$ cat config.mk
export PLATFORM = sky130hd
export DESIGN_NAME = auxio_regs
export DESIGN_NICKNAME = d
export VERILOG_FILES = /design/src/auxio_pkg.sv /design/src/auxio_regs.sv /design/src/auxio_nvstore.sv /design/src/auxio_pin.sv
export SDC_FILE = /design/constraint.sdc
export NUM_CORES = 1
export LEC_CHECK = 0
export BUFFER_PORTS_ARGS = -buffer_cell sky130_fd_sc_hd__buf_2
export CAP_MARGIN = 20
export CORE_MARGIN = 8
export CORE_UTILIZATION = 55
export DETAILED_ROUTE_END_ITERATION = 12
export PLACE_DENSITY_LB_ADDON = 0.15
export SYNTH_ARGS = -nofsm -noshare
export SYNTH_HDL_FRONTEND = slang
export SYNTH_SLANG_ARGS = --single-unit
$ cat constraint.sdc
create_clock -name clk_i -period 3.3 [get_ports clk_i]
set_clock_uncertainty 0.05 [all_clocks]
set_input_delay 0.33 -clock clk_i [delete_from_list [all_inputs] [get_ports clk_i]]
set_output_delay 0.33 -clock clk_i [all_outputs]
set_load 0.02 [all_outputs]
$ cat src/auxio_pkg.sv
// Package for the auxiliary I/O control register block
package auxio_pkg;

  // ==========================================================================
  // Register byte addresses (each register is two bytes, low byte even)
  localparam logic [7:0] AUXIO_ADDR_DAC = 8'h30;
  localparam logic [7:0] AUXIO_ADDR_GPIO = 8'h32;
  localparam logic [7:0] AUXIO_ADDR_MISC = 8'h34;
  localparam logic [7:0] AUXIO_ADDR_CMD = 8'h3E;
  localparam logic [7:0] AUXIO_ADDR_ADC = 8'h0A;

  // ==========================================================================
  // Reset values and writable-bit masks
  localparam logic [15:0] AUXIO_RST_DAC = 16'h0000;
  localparam logic [15:0] AUXIO_RST_GPIO = 16'h0000;
  localparam logic [15:0] AUXIO_RST_MISC = 16'h0000;
  localparam logic [15:0] AUXIO_MASK_DAC = 16'h0FFF;
  localparam logic [15:0] AUXIO_MASK_GPIO = 16'h0303;
  localparam logic [15:0] AUXIO_MASK_MISC = 16'h0707;
  localparam logic [15:0] AUXIO_MASK_MISC_NV = 16'h0007;

  // ==========================================================================
  // Field positions
  localparam int AUXIO_MISC_NO_PWRUP_ST = 10;
  localparam int AUXIO_MISC_REVERSE = 9;
  localparam int AUXIO_MISC_ST_EN = 8;
  localparam int AUXIO_MISC_DR_EN = 2;
  localparam int AUXIO_MISC_DR_POL = 1;
  localparam int AUXIO_MISC_DR_SEL = 0;
  localparam int AUXIO_GPIO_LVL1 = 9;
  localparam int AUXIO_GPIO_LVL0 = 8;
  localparam int AUXIO_GPIO_DIR1 = 1;
  localparam int AUXIO_GPIO_DIR0 = 0;
  localparam int AUXIO_CMD_DAC_LATCH = 2;
  localparam int AUXIO_DAC_W = 12;
  localparam int AUXIO_ADC_W = 12;

  // ==========================================================================
  // Timing: power-up self-check length
  localparam int AUXIO_CLK_MHZ = 100;
  localparam int AUXIO_ST_HP_MS = 13;
  localparam int AUXIO_ST_LP_MS = 35;
  localparam int AUXIO_ST_HP_CYC = AUXIO_ST_HP_MS * 1000 * AUXIO_CLK_MHZ;
  localparam int AUXIO_ST_LP_CYC = AUXIO_ST_LP_MS * 1000 * AUXIO_CLK_MHZ;

  // ==========================================================================
  // Register write carrier
  typedef struct packed {
    logic valid;
    logic [7:0] addr;
    logic [7:0] data;
  } auxio_wr_s;

  // Self-check sequencer states
  typedef enum logic [1:0] {
    AUXIO_ST_IDLE,
    AUXIO_ST_PWRUP,
    AUXIO_ST_CONT
  } auxio_st_e;

endpackage

$ cat src/auxio_regs.sv
// Auxiliary DAC, I/O and miscellaneous control register bank
//
// Functional notes
// - Miscellaneous control is a 16-bit read/write register.
// - Data-ready configuration bits are kept across any reset.
// - Self-test control bits clear to zero on every reset.
// - Bit 10 clear runs self-test after reset, about 13 or 35 ms.
// - Bit 9 reverses rotation sense of both inclination outputs.
// - Bit 8 runs self-test continuously; clear disables it.
// - Bits 2,1,0: data-ready enable, polarity, line select.
// - Data-ready pulses active at sample done, inactive partway into next cycle.
// - Pin owner priority: misc control, then alarm, then I/O control.
// - DAC output updates only on latch command bit 2, not byte writes.
// - DAC bits 11:0 are an unsigned code, 0 to full scale.
// - DAC data register clears to zero on reset.
// - I/O control clears on reset, both lines inputs.
// - I/O control bits 1,0 set line directions, 1 means output.
// - I/O control bits 9,8 set line output levels.
// - Auxiliary ADC result readable as 12-bit unsigned straight binary.
`timescale 1ns/10ps
`default_nettype none
module auxio_regs #(
  parameter int ST_HP_CYC = auxio_pkg::AUXIO_ST_HP_CYC,
  parameter int ST_LP_CYC = auxio_pkg::AUXIO_ST_LP_CYC,
  parameter int DR_OFF_CYC = 4
) (
  // Clock and reset
  input wire logic clk_i,
  input wire logic rst_i,
  // Byte write and read port from the serial interface
  input wire auxio_pkg::auxio_wr_s wr_i,
  input wire logic [7:0] rd_addr_i,
  output logic [7:0] rd_data_o,
  // Device status inputs
  input wire logic low_power_i,
  input wire logic sample_done_i,
  input wire logic [11:0] adc_result_i,
  input wire logic alm_own0_i,
  input wire logic alm_lvl0_i,
  input wire logic alm_own1_i,
  input wire logic alm_lvl1_i,
  // Analog and sensor controls
  output logic [11:0] dac_code_o,
  output logic reverse_rot_o,
  output logic self_check_o,
  // I/O lines, enable low while driving
  output logic io_line_zero_o,
  output logic io_line_zero_oe_n_o,
  output logic io_line_one_o,
  output logic io_line_one_oe_n_o
);
  // ==========================================================================
  // Registers and wires
  logic [15:0] dac_q;
  logic [15:0] gpio_q;
  logic [15:0] misc_vol_q;
  logic [2:0] misc_nv;
  logic [11:0] dac_out_q;
  logic rev_q;
  logic st_out_q;
  logic [7:0] rd_q;
  auxio_pkg::auxio_st_e st_q;
  auxio_pkg::auxio_st_e st_d;
  logic [31:0] st_cnt_q;
  logic [31:0] st_cnt_d;
  logic st_started_q;
  logic dr_act_q;
  logic [7:0] dr_cnt_q;
  logic [15:0] misc_full;
  logic [15:0] rd_word;
  logic wr_dac_lo;
  logic wr_dac_hi;
  logic wr_gpio_lo;
  logic wr_gpio_hi;
  logic wr_misc_lo;
  logic wr_misc_hi;
  logic latch_cmd;
  logic dr_en;
  logic dr_level;
  logic [31:0] st_len;

  // Byte address match
  function automatic logic hit(input logic [7:0] a, input logic [7:0] base, input logic hi);
    hit = (a == (base | {7'h00, hi}));
  endfunction

  // ==========================================================================
  // Write decode
  assign wr_dac_lo = wr_i.valid & hit(wr_i.addr, auxio_pkg::AUXIO_ADDR_DAC, 1'b0);
  assign wr_dac_hi = wr_i.valid & hit(wr_i.addr, auxio_pkg::AUXIO_ADDR_DAC, 1'b1);
  assign wr_gpio_lo = wr_i.valid & hit(wr_i.addr, auxio_pkg::AUXIO_ADDR_GPIO, 1'b0);
  assign wr_gpio_hi = wr_i.valid & hit(wr_i.addr, auxio_pkg::AUXIO_ADDR_GPIO, 1'b1);
  assign wr_misc_lo = wr_i.valid & hit(wr_i.addr, auxio_pkg::AUXIO_ADDR_MISC, 1'b0);
  assign wr_misc_hi = wr_i.valid & hit(wr_i.addr, auxio_pkg::AUXIO_ADDR_MISC, 1'b1);
  assign latch_cmd = wr_i.valid & hit(wr_i.addr, auxio_pkg::AUXIO_ADDR_CMD, 1'b0)
    & wr_i.data[auxio_pkg::AUXIO_CMD_DAC_LATCH];

  // ==========================================================================
  // DAC data register, cleared on reset, unused bits held zero
  always_ff @(posedge clk_i or posedge rst_i)
  begin
    if (rst_i)
    begin
      dac_q <= auxio_pkg::AUXIO_RST_DAC;
    end
    else
    begin
      if (wr_dac_lo)
      begin
        dac_q[7:0] <= wr_i.data & auxio_pkg::AUXIO_MASK_DAC[7:0];
      end
      if (wr_dac_hi)
      begin
        dac_q[15:8] <= wr_i.data & auxio_pkg::AUXIO_MASK_DAC[15:8];
      end
    end
  end

  // DAC output moves only on the latch command
  always_ff @(posedge clk_i or posedge rst_i)
  begin
    if (rst_i)
    begin
      dac_out_q <= '0;
    end
    else if (latch_cmd)
    begin
      dac_out_q <= dac_q[auxio_pkg::AUXIO_DAC_W-1:0];
    end
  end

  // ==========================================================================
  // I/O control register, all inputs after reset
  always_ff @(posedge clk_i or posedge rst_i)
  begin
    if (rst_i)
    begin
      gpio_q <= auxio_pkg::AUXIO_RST_GPIO;
    end
    else
    begin
      if (wr_gpio_lo)
      begin
        gpio_q[7:0] <= wr_i.data & auxio_pkg::AUXIO_MASK_GPIO[7:0];
      end
      if (wr_gpio_hi)
      begin
        gpio_q[15:8] <= wr_i.data & auxio_pkg::AUXIO_MASK_GPIO[15:8];
      end
    end
  end

  // ==========================================================================
  // Miscellaneous control: volatile upper byte, retained low bits
  always_ff @(posedge clk_i or posedge rst_i)
  begin
    if (rst_i)
    begin
      misc_vol_q <= auxio_pkg::AUXIO_RST_MISC;
    end
    else if (wr_misc_hi)
    begin
      misc_vol_q[15:8] <= wr_i.data & auxio_pkg::AUXIO_MASK_MISC[15:8];
    end
  end

  // Data-ready configuration survives reset
  auxio_nvstore #(
    .W(3)
  ) u_nv (
    .clk_i(clk_i),
    .we_i(wr_misc_lo),
    .wdata_i(wr_i.data[2:0]),
    .rdata_o(misc_nv)
  );

  assign misc_full = {misc_vol_q[15:8], 5'h00, misc_nv};

  // ==========================================================================
  // Read mux, unmapped bytes read zero
  always_comb
  begin
    rd_word = 16'h0000;
    case ({rd_addr_i[7:1], 1'b0})
      auxio_pkg::AUXIO_ADDR_DAC: rd_word = dac_q;
      auxio_pkg::AUXIO_ADDR_GPIO: rd_word = gpio_q;
      auxio_pkg::AUXIO_ADDR_MISC: rd_word = misc_full;
      auxio_pkg::AUXIO_ADDR_ADC: rd_word = {4'h0, adc_result_i};
      default: rd_word = 16'h0000;
    endcase
  end

  // Registered read byte
  always_ff @(posedge clk_i or posedge rst_i)
  begin
    if (rst_i)
    begin
      rd_q <= '0;
    end
    else
    begin
      rd_q <= rd_addr_i[0] ? rd_word[15:8] : rd_word[7:0];
    end
  end

  // ==========================================================================
  // Self-check sequencer: power-up run, then continuous if enabled
  assign st_len = low_power_i ? 32'(ST_LP_CYC) : 32'(ST_HP_CYC);

  always_comb
  begin
    st_d = st_q;
    st_cnt_d = st_cnt_q;
    case (st_q)
      auxio_pkg::AUXIO_ST_IDLE:
      begin
        if (misc_vol_q[auxio_pkg::AUXIO_MISC_ST_EN])
        begin
          st_d = auxio_pkg::AUXIO_ST_CONT;
        end
        else if (!st_started_q && !misc_vol_q[auxio_pkg::AUXIO_MISC_NO_PWRUP_ST])
        begin
          st_d = auxio_pkg::AUXIO_ST_PWRUP;
          st_cnt_d = '0;
        end
      end
      auxio_pkg::AUXIO_ST_PWRUP:
      begin
        st_cnt_d = st_cnt_q + 32'd1;
        if (st_cnt_q >= st_len - 32'd1)
        begin
          st_d = auxio_pkg::AUXIO_ST_IDLE;
        end
      end
      auxio_pkg::AUXIO_ST_CONT:
      begin
        if (!misc_vol_q[auxio_pkg::AUXIO_MISC_ST_EN])
        begin
          st_d = auxio_pkg::AUXIO_ST_IDLE;
        end
      end
      default: st_d = auxio_pkg::AUXIO_ST_IDLE;
    endcase
  end

  // Sequencer state, power-up run happens once per reset
  always_ff @(posedge clk_i or posedge rst_i)
  begin
    if (rst_i)
    begin
      st_q <= auxio_pkg::AUXIO_ST_IDLE;
      st_cnt_q <= '0;
      st_started_q <= 1'b0;
      st_out_q <= 1'b0;
      rev_q <= 1'b0;
    end
    else
    begin
      st_q <= st_d;
      st_cnt_q <= st_cnt_d;
      st_started_q <= 1'b1;
      st_out_q <= (st_d != auxio_pkg::AUXIO_ST_IDLE);
      rev_q <= misc_vol_q[auxio_pkg::AUXIO_MISC_REVERSE];
    end
  end

  // ==========================================================================
  // Data-ready pulse: active at sample done, off after a few cycles
  always_ff @(posedge clk_i or posedge rst_i)
  begin
    if (rst_i)
    begin
      dr_act_q <= 1'b0;
      dr_cnt_q <= '0;
    end
    else if (sample_done_i)
    begin
      dr_act_q <= 1'b1;
      dr_cnt_q <= 8'(DR_OFF_CYC);
    end
    else if (dr_cnt_q != 8'h00)
    begin
      dr_cnt_q <= dr_cnt_q - 8'h01;
      dr_act_q <= (dr_cnt_q != 8'h01);
    end
  end

  assign dr_en = misc_nv[auxio_pkg::AUXIO_MISC_DR_EN];
  assign dr_level = misc_nv[auxio_pkg::AUXIO_MISC_DR_POL] ? dr_act_q : ~dr_act_q;

  // ==========================================================================
  // Pins with owner priority
  auxio_pin u_pin0 (
    .clk_i(clk_i),
    .rst_i(rst_i),
    .dr_own_i(dr_en & ~misc_nv[auxio_pkg::AUXIO_MISC_DR_SEL]),
    .dr_lvl_i(dr_level),
    .alm_own_i(alm_own0_i),
    .alm_lvl_i(alm_lvl0_i),
    .dir_i(gpio_q[auxio_pkg::AUXIO_GPIO_DIR0]),
    .lvl_i(gpio_q[auxio_pkg::AUXIO_GPIO_LVL0]),
    .pin_o(io_line_zero_o),
    .pin_oe_n_o(io_line_zero_oe_n_o)
  );

  auxio_pin u_pin1 (
    .clk_i(clk_i),
    .rst_i(rst_i),
    .dr_own_i(dr_en & misc_nv[auxio_pkg::AUXIO_MISC_DR_SEL]),
    .dr_lvl_i(dr_level),
    .alm_own_i(alm_own1_i),
    .alm_lvl_i(alm_lvl1_i),
    .dir_i(gpio_q[auxio_pkg::AUXIO_GPIO_DIR1]),
    .lvl_i(gpio_q[auxio_pkg::AUXIO_GPIO_LVL1]),
    .pin_o(io_line_one_o),
    .pin_oe_n_o(io_line_one_oe_n_o)
  );

  // Registered outputs
  assign dac_code_o = dac_out_q;
  assign reverse_rot_o = rev_q;
  assign self_check_o = st_out_q;
  assign rd_data_o = rd_q;
endmodule
`default_nettype wire

$ cat src/auxio_nvstore.sv
// Nonvolatile holder for the data-ready configuration bits
`timescale 1ns/10ps
`default_nettype none
module auxio_nvstore #(
  parameter int W = 3
) (
  // Clock only: contents survive any reset
  input wire logic clk_i,
  // Write port
  input wire logic we_i,
  input wire logic [W-1:0] wdata_i,
  // Registered read data
  output logic [W-1:0] rdata_o
);
  logic [W-1:0] mem_q = '0;

  // Storage with no reset, models retained nonvolatile bits
  always_ff @(posedge clk_i)
  begin
    if (we_i)
    begin
      mem_q <= wdata_i;
    end
  end

  assign rdata_o = mem_q;
endmodule
`default_nettype wire

$ cat src/auxio_pin.sv
// One I/O line with owner priority between data-ready and plain control
`timescale 1ns/10ps
`default_nettype none
module auxio_pin (
  // Clock and reset
  input wire logic clk_i,
  input wire logic rst_i,
  // Data-ready claim
  input wire logic dr_own_i,
  input wire logic dr_lvl_i,
  // Alarm claim
  input wire logic alm_own_i,
  input wire logic alm_lvl_i,
  // Plain control claim
  input wire logic dir_i,
  input wire logic lvl_i,
  // Pin signals, enable low while driving
  output logic pin_o,
  output logic pin_oe_n_o
);
  logic drive_d;
  logic lvl_d;

  // Data-ready first, then alarm, then plain control
  assign drive_d = dr_own_i | alm_own_i | dir_i;
  assign lvl_d = dr_own_i ? dr_lvl_i : (alm_own_i ? alm_lvl_i : lvl_i);

  // Registered pin drive
  always_ff @(posedge clk_i or posedge rst_i)
  begin
    if (rst_i)
    begin
      pin_o <= 1'b0;
      pin_oe_n_o <= 1'b1;
    end
    else
    begin
      pin_o <= lvl_d;
      pin_oe_n_o <= ~drive_d;
    end
  end
endmodule
`default_nettype wire

## Yosys cells after proc, flatten, opt, wreduce, memory -nomap -nowiden

Cells that the tools add are included.

- Multiplexer cells: 20
- $lt $le $gt $ge: 1
- Add/sub/neg operators: 3
- Reduce and logical (&&, ||, !) cells: 9
- Bitwise logic cells: 18
- Equality and inequality tests: 16

Operators by type and width:

| kind | count |
|---|---|
| 2-to-1 mux 32 bit | 2 |
| case mux 32 bit (2 select lines) | 1 |
| == test 8 x 6 -> 1 bit (second input constant) | 7 |
| case mux 12 bit (4 select lines) | 1 |
| adder 32 x 1 -> 32 bit (second input constant) | 1 |
| greater-or-equal comparator 32 bit | 1 |
| 2-to-1 mux 8 bit | 3 |
| subtractor 22 x 1 -> 23 bit (second input constant) | 1 |
| 2-to-1 mux 22 bit | 1 |
| == test 7 x 5 -> 1 bit (second input constant) | 3 |
| bitwise AND 1 bit | 10 |
| 2-to-1 mux 2 bit | 4 |
| inequality test 8 x 1 -> 1 bit (second input constant) | 1 |
| nonzero test 8 bit | 1 |
| subtractor 8 x 1 -> 8 bit (second input constant) | 1 |
| == test 7 x 3 -> 1 bit (second input constant) | 1 |
| 2-to-1 mux 1 bit | 7 |
| case mux 2 bit (3 select lines) | 1 |
| nonzero test 2 bit | 3 |
| inequality test 2 bit (second input constant) | 2 |
| NOT 1 bit | 4 |
| OR 1 bit | 4 |
| AND reduction 3 bit | 1 |
| == test 2 x 1 -> 1 bit (second input constant) | 1 |
| other kinds (4) | 5 |

- Bits in registers: 92
- Logic and storage cells: 86

## Longest topological paths before layout

Gate-level depths: netlist of run 1.

- Word-level depth: 6
- Depth in mapped cells: 7
- Mapped depth without buffers: 6

## Hierarchy

From an unflattened synthesis of run 1, not the netlist that was laid out.

- Cell total of the unflattened synthesis: 445
- Area total of the unflattened synthesis: 4,725.8 sq um

Modules (own cells, without submodules):

| module | instances | cells an instance | area each (sq um) |
|---|---|---|---|
| auxio_regs | 1 | 428 | 4,478.0 |
| auxio_pin | 2 | 7 | 78.8 |
| auxio_nvstore | 1 | 3 | 90.1 |

## Worst setup path after synthesis of run 1

OpenSTA, ideal clock, no wires.

- Kind: flip-flop to flip-flop
- Start point: reg misc_vol_q[8], in the netlist misc_full[8]
- End point: reg st_cnt_q[31]
- Required time: 3.171 ns
- Buffers on the path: 0
- Setup slack: 1.199 ns
- Library setup time: 0.079 ns
- Cell stages (with the launch flop): 6
- Period minus slack after synthesis: 2.101 ns
- Arrival: 1.971 ns
- Cells stage by stage: dfrtp_1 -> or3_4 -> a2111oi_4 -> nand2_2 -> nor4_1 -> mux2i_1

- Longest elaborated chain between the ends: 2

RTL lines:

| what | RTL line | RTL |
|---|---|---|
| from (decl) | auxio_regs.sv:56 | `logic [15:0] misc_vol_q;` |
| from (signal assigned) | auxio_regs.sv:159 | `misc_vol_q <= auxio_pkg::AUXIO_RST_MISC;` |
| from (signal assigned) | auxio_regs.sv:163 | `misc_vol_q[15:8] <= wr_i.data & auxio_pkg::AUXIO_MASK_MISC[15:8];` |
| inequality test 2 bit (no line) | n/a |  |
| AND reduction 3 bit (no line) | n/a |  |
| to (signal assigned) | auxio_regs.sv:260 | `st_cnt_q <= st_cnt_d;` |
| to (decl) | auxio_regs.sv:64 | `logic [31:0] st_cnt_q;` |

Every way passes these cells.
A chain may end at the register's enable or synchronous reset.

## Final worst setup path of run 1

Same ends and word-level chain as after synthesis.

==> run metrics, run 1 <==
status completed; cell internal pwr 1780 uW; GR Overflow Total 0; DRT iter0 DRCs 165; Starting Density 55.94%; Final Hold Viols 0; TritonCTS Buffers 9; hold depth 2; H-tree levels 3; slowest CP cell a2111oi_4; max cap viols 0; Net Sw Frac 30.81%; dominant synthesized flop cell dfrtp_1; layout net count 549; Die Wd 106.7 um; top cells by area, synth dfrtp_1 (48%), mux2_2 (8.2%), xor2_1 (4.4%); Synth Area in Adders 3.317%; CP Depth 5; first-pass GRT wire length 17,390 um; post-route clock period utilization 72.76%; simple-gate share of the synthesized area 19.54%; register area share after synthesis 51.24%; Period minus WS final 2.401 ns; Via density slightly below 6; final slew viol count 0; WP data required 3.53 ns; CP Cell Sequence or3_4 > a2111oi_4 > nand2_2 > nor4_1 > mux2i_1; clk_lat worst skew 0.36 ns; distinct cell type count after synthesis 50; Crit path arrival time 2.63 ns; top cell type's share of synthesized area around half; power density over the cells 494.1 mW/mm^2; DRT Pass-1 Iters 5; final hold slack 0.05836 ns; Antenna diodes 0; Leak 0.002466 uW; Max-slew headroom 39.67%; Cells after Synth ~420; DRT Wirelength 10,500 um; final setup vio count 0; yosys warns 0; Detail Route Antenna Nets 0; clk root buf clkbuf_8; via count approximately 3,500; most common cell after layout, fill and taps aside dfrtp_1; FP Rows 33; die area between 0.01 and 0.015 sq mm; mux contribution to synthesized area 10.20%; CP Capture Type flop; PortBufs 70; P&R area growth vs syn 14.98%; clk sink count 92; Worst setup SP type flop; async set or reset register ratio after synthesis 96.74%; core box area 0.008093 sq mm; most frequent cells in the layout dfrtp_1 (87), buf_2 (70), nor2_1 (50); fraction of layout cells with a size suffix above 1 26.56%; worst path bufs/invs 0; Seq pwr share 51.9%; Reg2Reg Depth 5; Critical Path Max Stage Delay 0.65 ns; Finished Core Util between 60 and 70%; setup TNS 0 ns; Worst Hold Class input pin to flop; Max Fclk 416.5 MHz; Worst-path clk slew 0.09 ns; TritonCTS clock tree yes; DR DRC count 0; Synth Area in Compound Gates 8.209%; syn nets 475; Top delay family on crit path simple AND/OR/NAND/NOR gates; average size of a mapped cell 10.83 sq um; worst slew pin tran 0.8924 ns; Clock power frac 28.5%; RePlAce Congestion 0.8813; dpl hpwl 7984 um; gr usage total approximately a fifth; EDFF count, synth 3; largest family of logic cells by synthesized area simple AND/OR/NAND/NOR gates; XOR/XNOR Fraction of Synth Area 5.804%; Yosys reg bits 92; area leader, netlist dfrtp_1; wire per inst 17.45 um; CP max FO 8; Max VDD drop 0.0003310 V; Netlist Area Pre-Place 0.004527 sq mm; Clock Path Buffers 2; die height 106.7 um; P_sw about 790 uW; Logic pwr share 19.6%; initial antenna violation count 0; pin count of the biggest net entering global routing 40; vias in the first global route 3,664; # IOs 71; crit path kind flop to flop; RSZ-0062 raised after global routing no
[worst register-to-register path: stages, from the launching register on]
cell       delay, ns
dfrtp_1         0.43
or3_4           0.44
a2111oi_4       0.65
nand2_2         0.15
nor4_1          0.37
mux2i_1         0.23
[per-stage QoR]
| step | cells | setup WS, ns | instance area, sq um | power, uW |
|---|---|---|---|---|
| CTS | 602 | 0.9050 | 5205 | 2600 |
| finish | 602 | 0.8988 | 5205 | 2572 |
| detailed placement | 585 | 0.9328 | 4999 | 1859 |
| floorplan | 418 | 0.6164 | 4527 | 1702 |
| global route | 602 | 0.7762 | 5205 | 2719 |
| global placement | 585 | 1.046 | 4999 | 1836 |
[per-layer routing]
layer | up-vias | wire [um] | global-route usage [%]
met2 | 98 | 5390 | 32.77
met4 | 0 | 239 | 9.146
met1 | 1717 | 4306 | 22.17
li1 | 1670 | - | -
met5 | - | 0 | 0
met3 | 24 | 566 | 4.199
[what timing repair did]
action	CTS	global route
buffers inserted	0	0
hold buffers	1	0
gates resized for setup	0	0
endpoints found under the hold margin	8	0
[synth_stat cells (all sizes together) (3+ instances only)]
| library cell | count |
|---|---|
| dfrtp | 87 |
| nor2 | 50 |
| mux2 | 33 |
| nand2 | 29 |
| xor2 | 23 |
| nand3 | 20 |
| nand4 | 15 |
| nor3 | 14 |
| ha | 12 |
| clkbuf | 11 |
| a22oi | 10 |
| nor4 | 10 |
| mux2i | 9 |
| inv | 7 |
| xnor2 | 7 |
| a21oi | 6 |
| and3 | 6 |
| nand2b | 6 |
| a211oi | 5 |
| o21ai | 5 |
| nor2b | 4 |
| o22a | 4 |
| o22ai | 4 |
| a221oi | 3 |
| a31oi | 3 |
| edfxtp | 3 |
| nor3b | 3 |
| or3 | 3 |
| or4 | 3 |
[logic make-up (layout without fill, tap and decap cells)]
family                     after synthesis  count (layout)
AOI/OAI and AO/OA                       49              49
xor gates and xnor gates                30              30
adders and majority gates               12              12
buffers and inverters                   19              98
DFF                                     92              92
muxes                                   42              42
other                                    1               1
and+or+nand+nor                        173             173
[state kept, by name, summed over array words and instances (netlist names), 2 cells and up]
signal and flops:
st_cnt_q 32, misc_full 3, dac_code_o 12, dac_q 12
rd_data_o 8, st_q 2, u_nv.rdata_o 3, dr_cnt_q 8
gpio_q 4
[area by class of cell]
class | count | area, sq um
fillers | 682 | 2888
flip-flops and latches | 92 | 2320
multi-input cells | 307 | 2140
repair buffers | 75 | 390.4
clock buffers | 12 | 165.2
well taps | 105 | 131.4
clock inverters | 4 | 31.28
inverters | 7 | 27.53
[power groups by stage]
| stage | sequential [uW] | clock, uW | combinational [uW] |
|---|---|---|---|
| 4_1_cts | 1330 | 758 | 510 |
| 2_1_floorplan | 1340 | 0 | 360 |
| 3_5_place_dp | 1350 | 0 | 505 |
| 5_1_grt | 1350 | 797 | 571 |
| 3_3_place_gp | 1350 | 0 | 488 |
| 6_report | 1340 | 733 | 504 |
[path summary, 6_finish.rpt]
kind | from | to | slack (ns)
worst min-delay path | alm_own0_i | u_pin0.pin_oe_n_o | 0.06
min in group asynchronous | rst_i | dac_code_o[6] | 0.54
worst min register to register | misc_full[9] | reverse_rot_o | 0.38
worst max-delay path | misc_full[8] | st_cnt_q[31] | 0.90
worst max register to register | misc_full[8] | st_cnt_q[31] | 0.90
max in group asynchronous | rst_i | rd_data_o[0] | 1.86
Note: power is estimated with default switching activity, not from simulation.
==> inputs of run 2 (changes only) <==
==> constraint.sdc (replaced) <==
create_clock -name clk_i -period 2.3 [get_ports clk_i]
set_clock_uncertainty 0.05 [all_clocks]
set_input_delay 0.23 -clock clk_i [delete_from_list [all_inputs] [get_ports clk_i]]
set_output_delay 0.23 -clock clk_i [all_outputs]
set_load 0.02 [all_outputs]
==> run metrics, run 2 (same netlist as run 1, synthesis figures left out) <==
wire per inst 16.65 um; core box area about 0.0081 sq mm; CP Capture Type flop; Clock Path Buffers 2; Starting Density between 50% and 60%; slowest CP cell or3_4; status completed; Die Wd between 100 and 150 um; multi-input combinational cell area about 0.0021 sq mm; Leak 0.002507 uW; post-route clock period utilization 91.88%; vias in the first global route between 3,000 and 4,000; crit path kind flop to flop; power density over the cells 704.0 mW/mm^2; most frequent cells in the layout dfrtp_1 (87), buf_2 (70), nor2_1 (50); CP Cell Sequence or3_4 > a2111oi_4 > nand2_2 > nor4_1 > mux2i_1; die area 0.01139 sq mm; Period minus WS final roughly 2.1 ns; DRT Pass-1 Iters 4; Net Sw Frac between 20% and 30%; worst slew pin tran 0.6649 ns; TritonCTS clock tree yes; WP data required roughly 2.5 ns; Final Hold Viols 0; Tot Pwr 3732 uW; gr usage total about a fifth; Fillers 677; FP Rows 33; Logic pwr share between 20% and 30%; PortBufs 70; via count between 3,000 and 4,000; most common cell after layout, fill and taps aside dfrtp_1; Detail Route Antenna Nets 0; pin count of the biggest net entering global routing 47; TritonCTS Buffers 9; die height 106.7 um; Max Fclk 473.2 MHz; Top reg by flops st_cnt_q; Worst Hold Class input pin to flop; Seq pwr share roughly half; layout net count 558; DRT Wirelength 10,150 um; P_sw roughly 1100 uW; GR Overflow Total 0; RePlAce Congestion 0.8705; max cap viols 0; clk sink count 92; cell internal pwr 2621 uW; max reg flops 32; clk root buf clkbuf_8; worst setup margin 0.1868 ns; pre-CTS worst setup slack slightly above 0.2 ns; final cell count without fillers 610; final setup vio count 0; Max-slew headroom 55.58%; H-tree levels 3; Placed Cells 592; Antenna diodes 0; Max VDD drop around 0.00038 V; Critical Path Max Stage Delay between 0.4 and 0.5 ns; final slew viol count 0; fraction of layout cells with a size suffix above 1 27.13%; CP max FO 5; Crit path arrival time 2.33 ns; P&R area growth vs syn 17.11%; initial antenna violation count 0; CTS resizes 0; clk_lat worst skew approximately 0.34 ns; setup TNS 0 ns; Worst setup SP type flop; Clock power frac 28.6%; DRT iter0 DRCs between 100 and 150; first-pass GRT wire length ~17,000 um; # IOs 71; DR DRC count 0; Worst-path clk slew 0.09 ns; dpl hpwl 7756 um; register area 0.002320 sq mm; RSZ-0062 raised after global routing no; Via density 5.702
run 2: through the flow:
stage / area [sq um] / hold slack (ns) / utilization (%)
CTS: 5301 / 0.04388 / 65.51
detailed placement: 5079 / 0.3125 / 62.76
floorplan: 4531 / 0.2157 / -
global placement: 5079 / 0.3041 / 62.76
global route: 5301 / 0.04989 / 65.51
finish: 5301 / 0.06174 / 65.51
run 2: routing by layer:
metal  share of wire (%)  track usage, %
met1                  44           23.53
met2                  50           30.73
met3                 4.1           4.379
met4                 1.4           6.332
met5                   0               0
run 2: layout make-up:
cell class                      count  share of cell area, %
Clock buffer                       11                  2.667
Clock inverter                      4                 0.9677
Inverter                            7                 0.5664
Multi-Input combinational cell    307                  40.36
Sequential cell                    92                  43.76
Tap cell                          105                  2.478
Timing Repair Buffer               84                  9.205
run 2: final timing paths:
kind,cells past startpoint,to,start,slack [ns]
worst min-delay path,2,dac_q[4],wr_i[4],0.06
min in group asynchronous,3,st_cnt_q[14],rst_i,0.46
worst max register to register,5,st_cnt_q[31],misc_full[8],0.19
worst max-delay path,5,st_cnt_q[31],misc_full[8],0.19
max in group asynchronous,4,u_pin1.pin_oe_n_o,rst_i,1.02
worst min register to register,0,reverse_rot_o,misc_full[9],0.39
run 2: power by group through the flow:
stage	clock, uW	combinational, uW	sequential [uW]
after floorplan	0	517	1930
after global placement	0	733	1940
after detailed placement	0	749	1940
after CTS	1100	757	1910
after global routing	1160	855	1940
final	1070	751	1910
run 2: what timing repair did:
item,CTS,global route
setup buffers,0,0
hold endpoints to repair,29,0
hold buffers,3,0
run 2: worst max-delay path, delay by kind of cell, from the launching register on:
kind	cells	cell delay, ns
simple gates	3	0.92
flops	1	0.43
compound gates	1	0.42
mux	1	0.22
==> inputs of run 3 (changes only) <==
--- a/config.mk
+++ b/config.mk
@@ -8,8 +8,9 @@
 export BUFFER_PORTS_ARGS = -buffer_cell sky130_fd_sc_hd__buf_2
 export CAP_MARGIN = 20
 export CORE_MARGIN = 8
-export CORE_UTILIZATION = 55
+export CORE_UTILIZATION = 51
 export DETAILED_ROUTE_END_ITERATION = 12
+export GPL_TIMING_DRIVEN = 0
 export PLACE_DENSITY_LB_ADDON = 0.15
 export SYNTH_ARGS = -nofsm -noshare
 export SYNTH_HDL_FRONTEND = slang
==> constraint.sdc (replaced) <==
create_clock -name clk_i -period 1.7 [get_ports clk_i]
set_clock_uncertainty 0.05 [all_clocks]
set_input_delay 0.17 -clock clk_i [delete_from_list [all_inputs] [get_ports clk_i]]
set_output_delay 0.17 -clock clk_i [all_outputs]
set_load 0.02 [all_outputs]
==> run metrics, run 3 (same netlist as run 1, synthesis figures left out) <==
most frequent cells in the layout dfrtp_1 (80), buf_2 (69), nor2_1 (49); Worst-path clk slew 0.09 ns; gr usage total between 10% and 20%; Top reg by flops st_cnt_q; Worst Hold Class input pin to flop; Max VDD drop between 0.0007 and 0.0008 V; Via density ~5.7; failing checks negative setup slack; Starting Density 52.16%; crit path kind flop to flop; most common cell after layout, fill and taps aside dfrtp_1; core box area 0.008678 sq mm; H-tree levels 3; status finished with violations; TritonCTS clock tree yes; pin count of the biggest net entering global routing 38; die area 0.01215 sq mm; DRT iter0 DRCs 159; Top delay family on crit path simple AND/OR/NAND/NOR gates; WP data required between 1.5 and 2 ns; FP Rows 34; CP Cell Sequence buf_6 > nor3_4 > o211ai_1 > or3_1 > or4_1 > a21oi_1; dpl hpwl 7874 um; layout net count 601; Leak 0.002833 uW; pre-CTS worst setup slack -0.6116 ns; first-pass GRT wire length ~18,000 um; DRT Wirelength 11,520 um; Detail Route Antenna Nets 0; die height 110.2 um; Die Wd 110.2 um; Final Hold Viols 0; DR DRC count 0; clk sink count 92; Fillers 672; TritonCTS Buffers 9; wire per inst 17.53 um; worst slew pin tran ~0.73 ns; # IOs 71; register area 0.002328 sq mm; max reg flops 32; Period minus WS final between 1.5 and 2 ns; initial antenna violation count 0; fraction of layout cells with a size suffix above 1 37.34%; CP max FO 4; Clock Path Buffers 2; final slew viol count 0; CP Capture Type flop; multi-input combinational cell area 0.002391 sq mm; RSZ-0062 raised after global routing yes; Worst setup SP type flop; worst setup margin -0.2875 ns; clk root buf clkbuf_8; setup TNS -2.973 ns; DRT Pass-1 Iters 4; Antenna diodes 0; post-route clock period utilization 116.9%; Crit path arrival time 2.22 ns; Critical Path Max Stage Delay 0.47 ns; via count between 3,000 and 4,000; slowest CP cell or4_1; RePlAce Congestion ~0.91; vias in the first global route 3,743; P&R area growth vs syn 31.73%; final setup vio count 22; Max-slew headroom 51.26%; PortBufs 68; worst path bufs/invs 1; Max Fclk 503.1 MHz; max cap viols 0; clk_lat worst skew 0.35 ns; power density over the cells 899.2 mW/mm^2; GR Overflow Total 0
==> run 3: cell types whose count changed in the layout (fill, tap and decap cells not counted), moves of 5 or more <==
cell,previous run,this run
buf_4,9,27
nor4_1,10,3
nor4_4,0,7
dfrtp_1,87,80
dlygate4sd3_1,3,8
nand3_1,20,13
nand3_2,0,7
dfrtp_2,0,7
clkbuf_1,1,7
buf_6,0,12
==> run 3: path summary, 6_finish.rpt <==
check                           startpoint                end  slack (ns)  cells past startpoint
min                        adc_result_i[5]       rd_data_o[5]        0.02                      3
min in group asynchronous            rst_i        st_cnt_q[9]        0.31                      3
max reg2reg                   misc_full[8]       st_cnt_q[30]       -0.29                      6
min reg2reg                      gpio_q[0]  u_pin0.pin_oe_n_o        0.39                      1
max in group asynchronous            rst_i  u_pin1.pin_oe_n_o        0.44                      5
max                           misc_full[8]       st_cnt_q[30]       -0.29                      6
==> run 3: area by class of cell <==
type | count | share of cell area (%)
buffer | 10 | 1.343
clock buffer | 13 | 2.854
clock inverter | 3 | 0.3567
inverter | 7 | 0.5036
multi-input combinational | 307 | 40.10
sequential | 92 | 39.05
tap | 108 | 2.266
timing repair buffer | 117 | 13.53
==> run 3: repair_timing <==
action,CTS,global route
buffers inserted,10,29
cloned,0,1
hold buffers,8,0
resized for setup,30,34
hold endpoints to repair,24,0
endpoints found under the setup margin,37,47
pin swaps,15,28
==> run 3: per-stage QoR <==
step / hold slack [ns] / instance area (sq um) / instances / util (%) / total power [uW]
final: 0.02067 / 5963 / 657 / 68.71 / 5362
after global placement: 0.2761 / 5041 / 594 / 58.09 / 3574
after CTS: 0.008377 / 5589 / 628 / 64.40 / 5178
after global routing: 0.03101 / 5963 / 657 / 68.71 / 5653
after detailed placement: 0.1343 / 5081 / 596 / 58.55 / 3635
after floorplan: 0.1557 / 4566 / 418 / - / 3316
==> run 3: report_power, final <==
group / internal (uW) / switching, uW
combinational: 611 / 705
clock: 664 / 768
sequential: 2390 / 220
total: 3670 / 1690
==> run 3: routing by layer <==
metal | global-route usage, % | vias up | share of wire (%)
li1 | - | 1770 | -
met1 | 23.78 | 1841 | 43
met2 | 31.38 | 94 | 51
met3 | 3.314 | 21 | 4.0
met4 | 7.897 | 0 | 2.0
met5 | 0 | - | 0
==> run 3: tightest hold or removal path, stage by stage <==
cell	delay [ns]
buf_2	0.08
a22oi_1	0.07
nor2_1	0.08
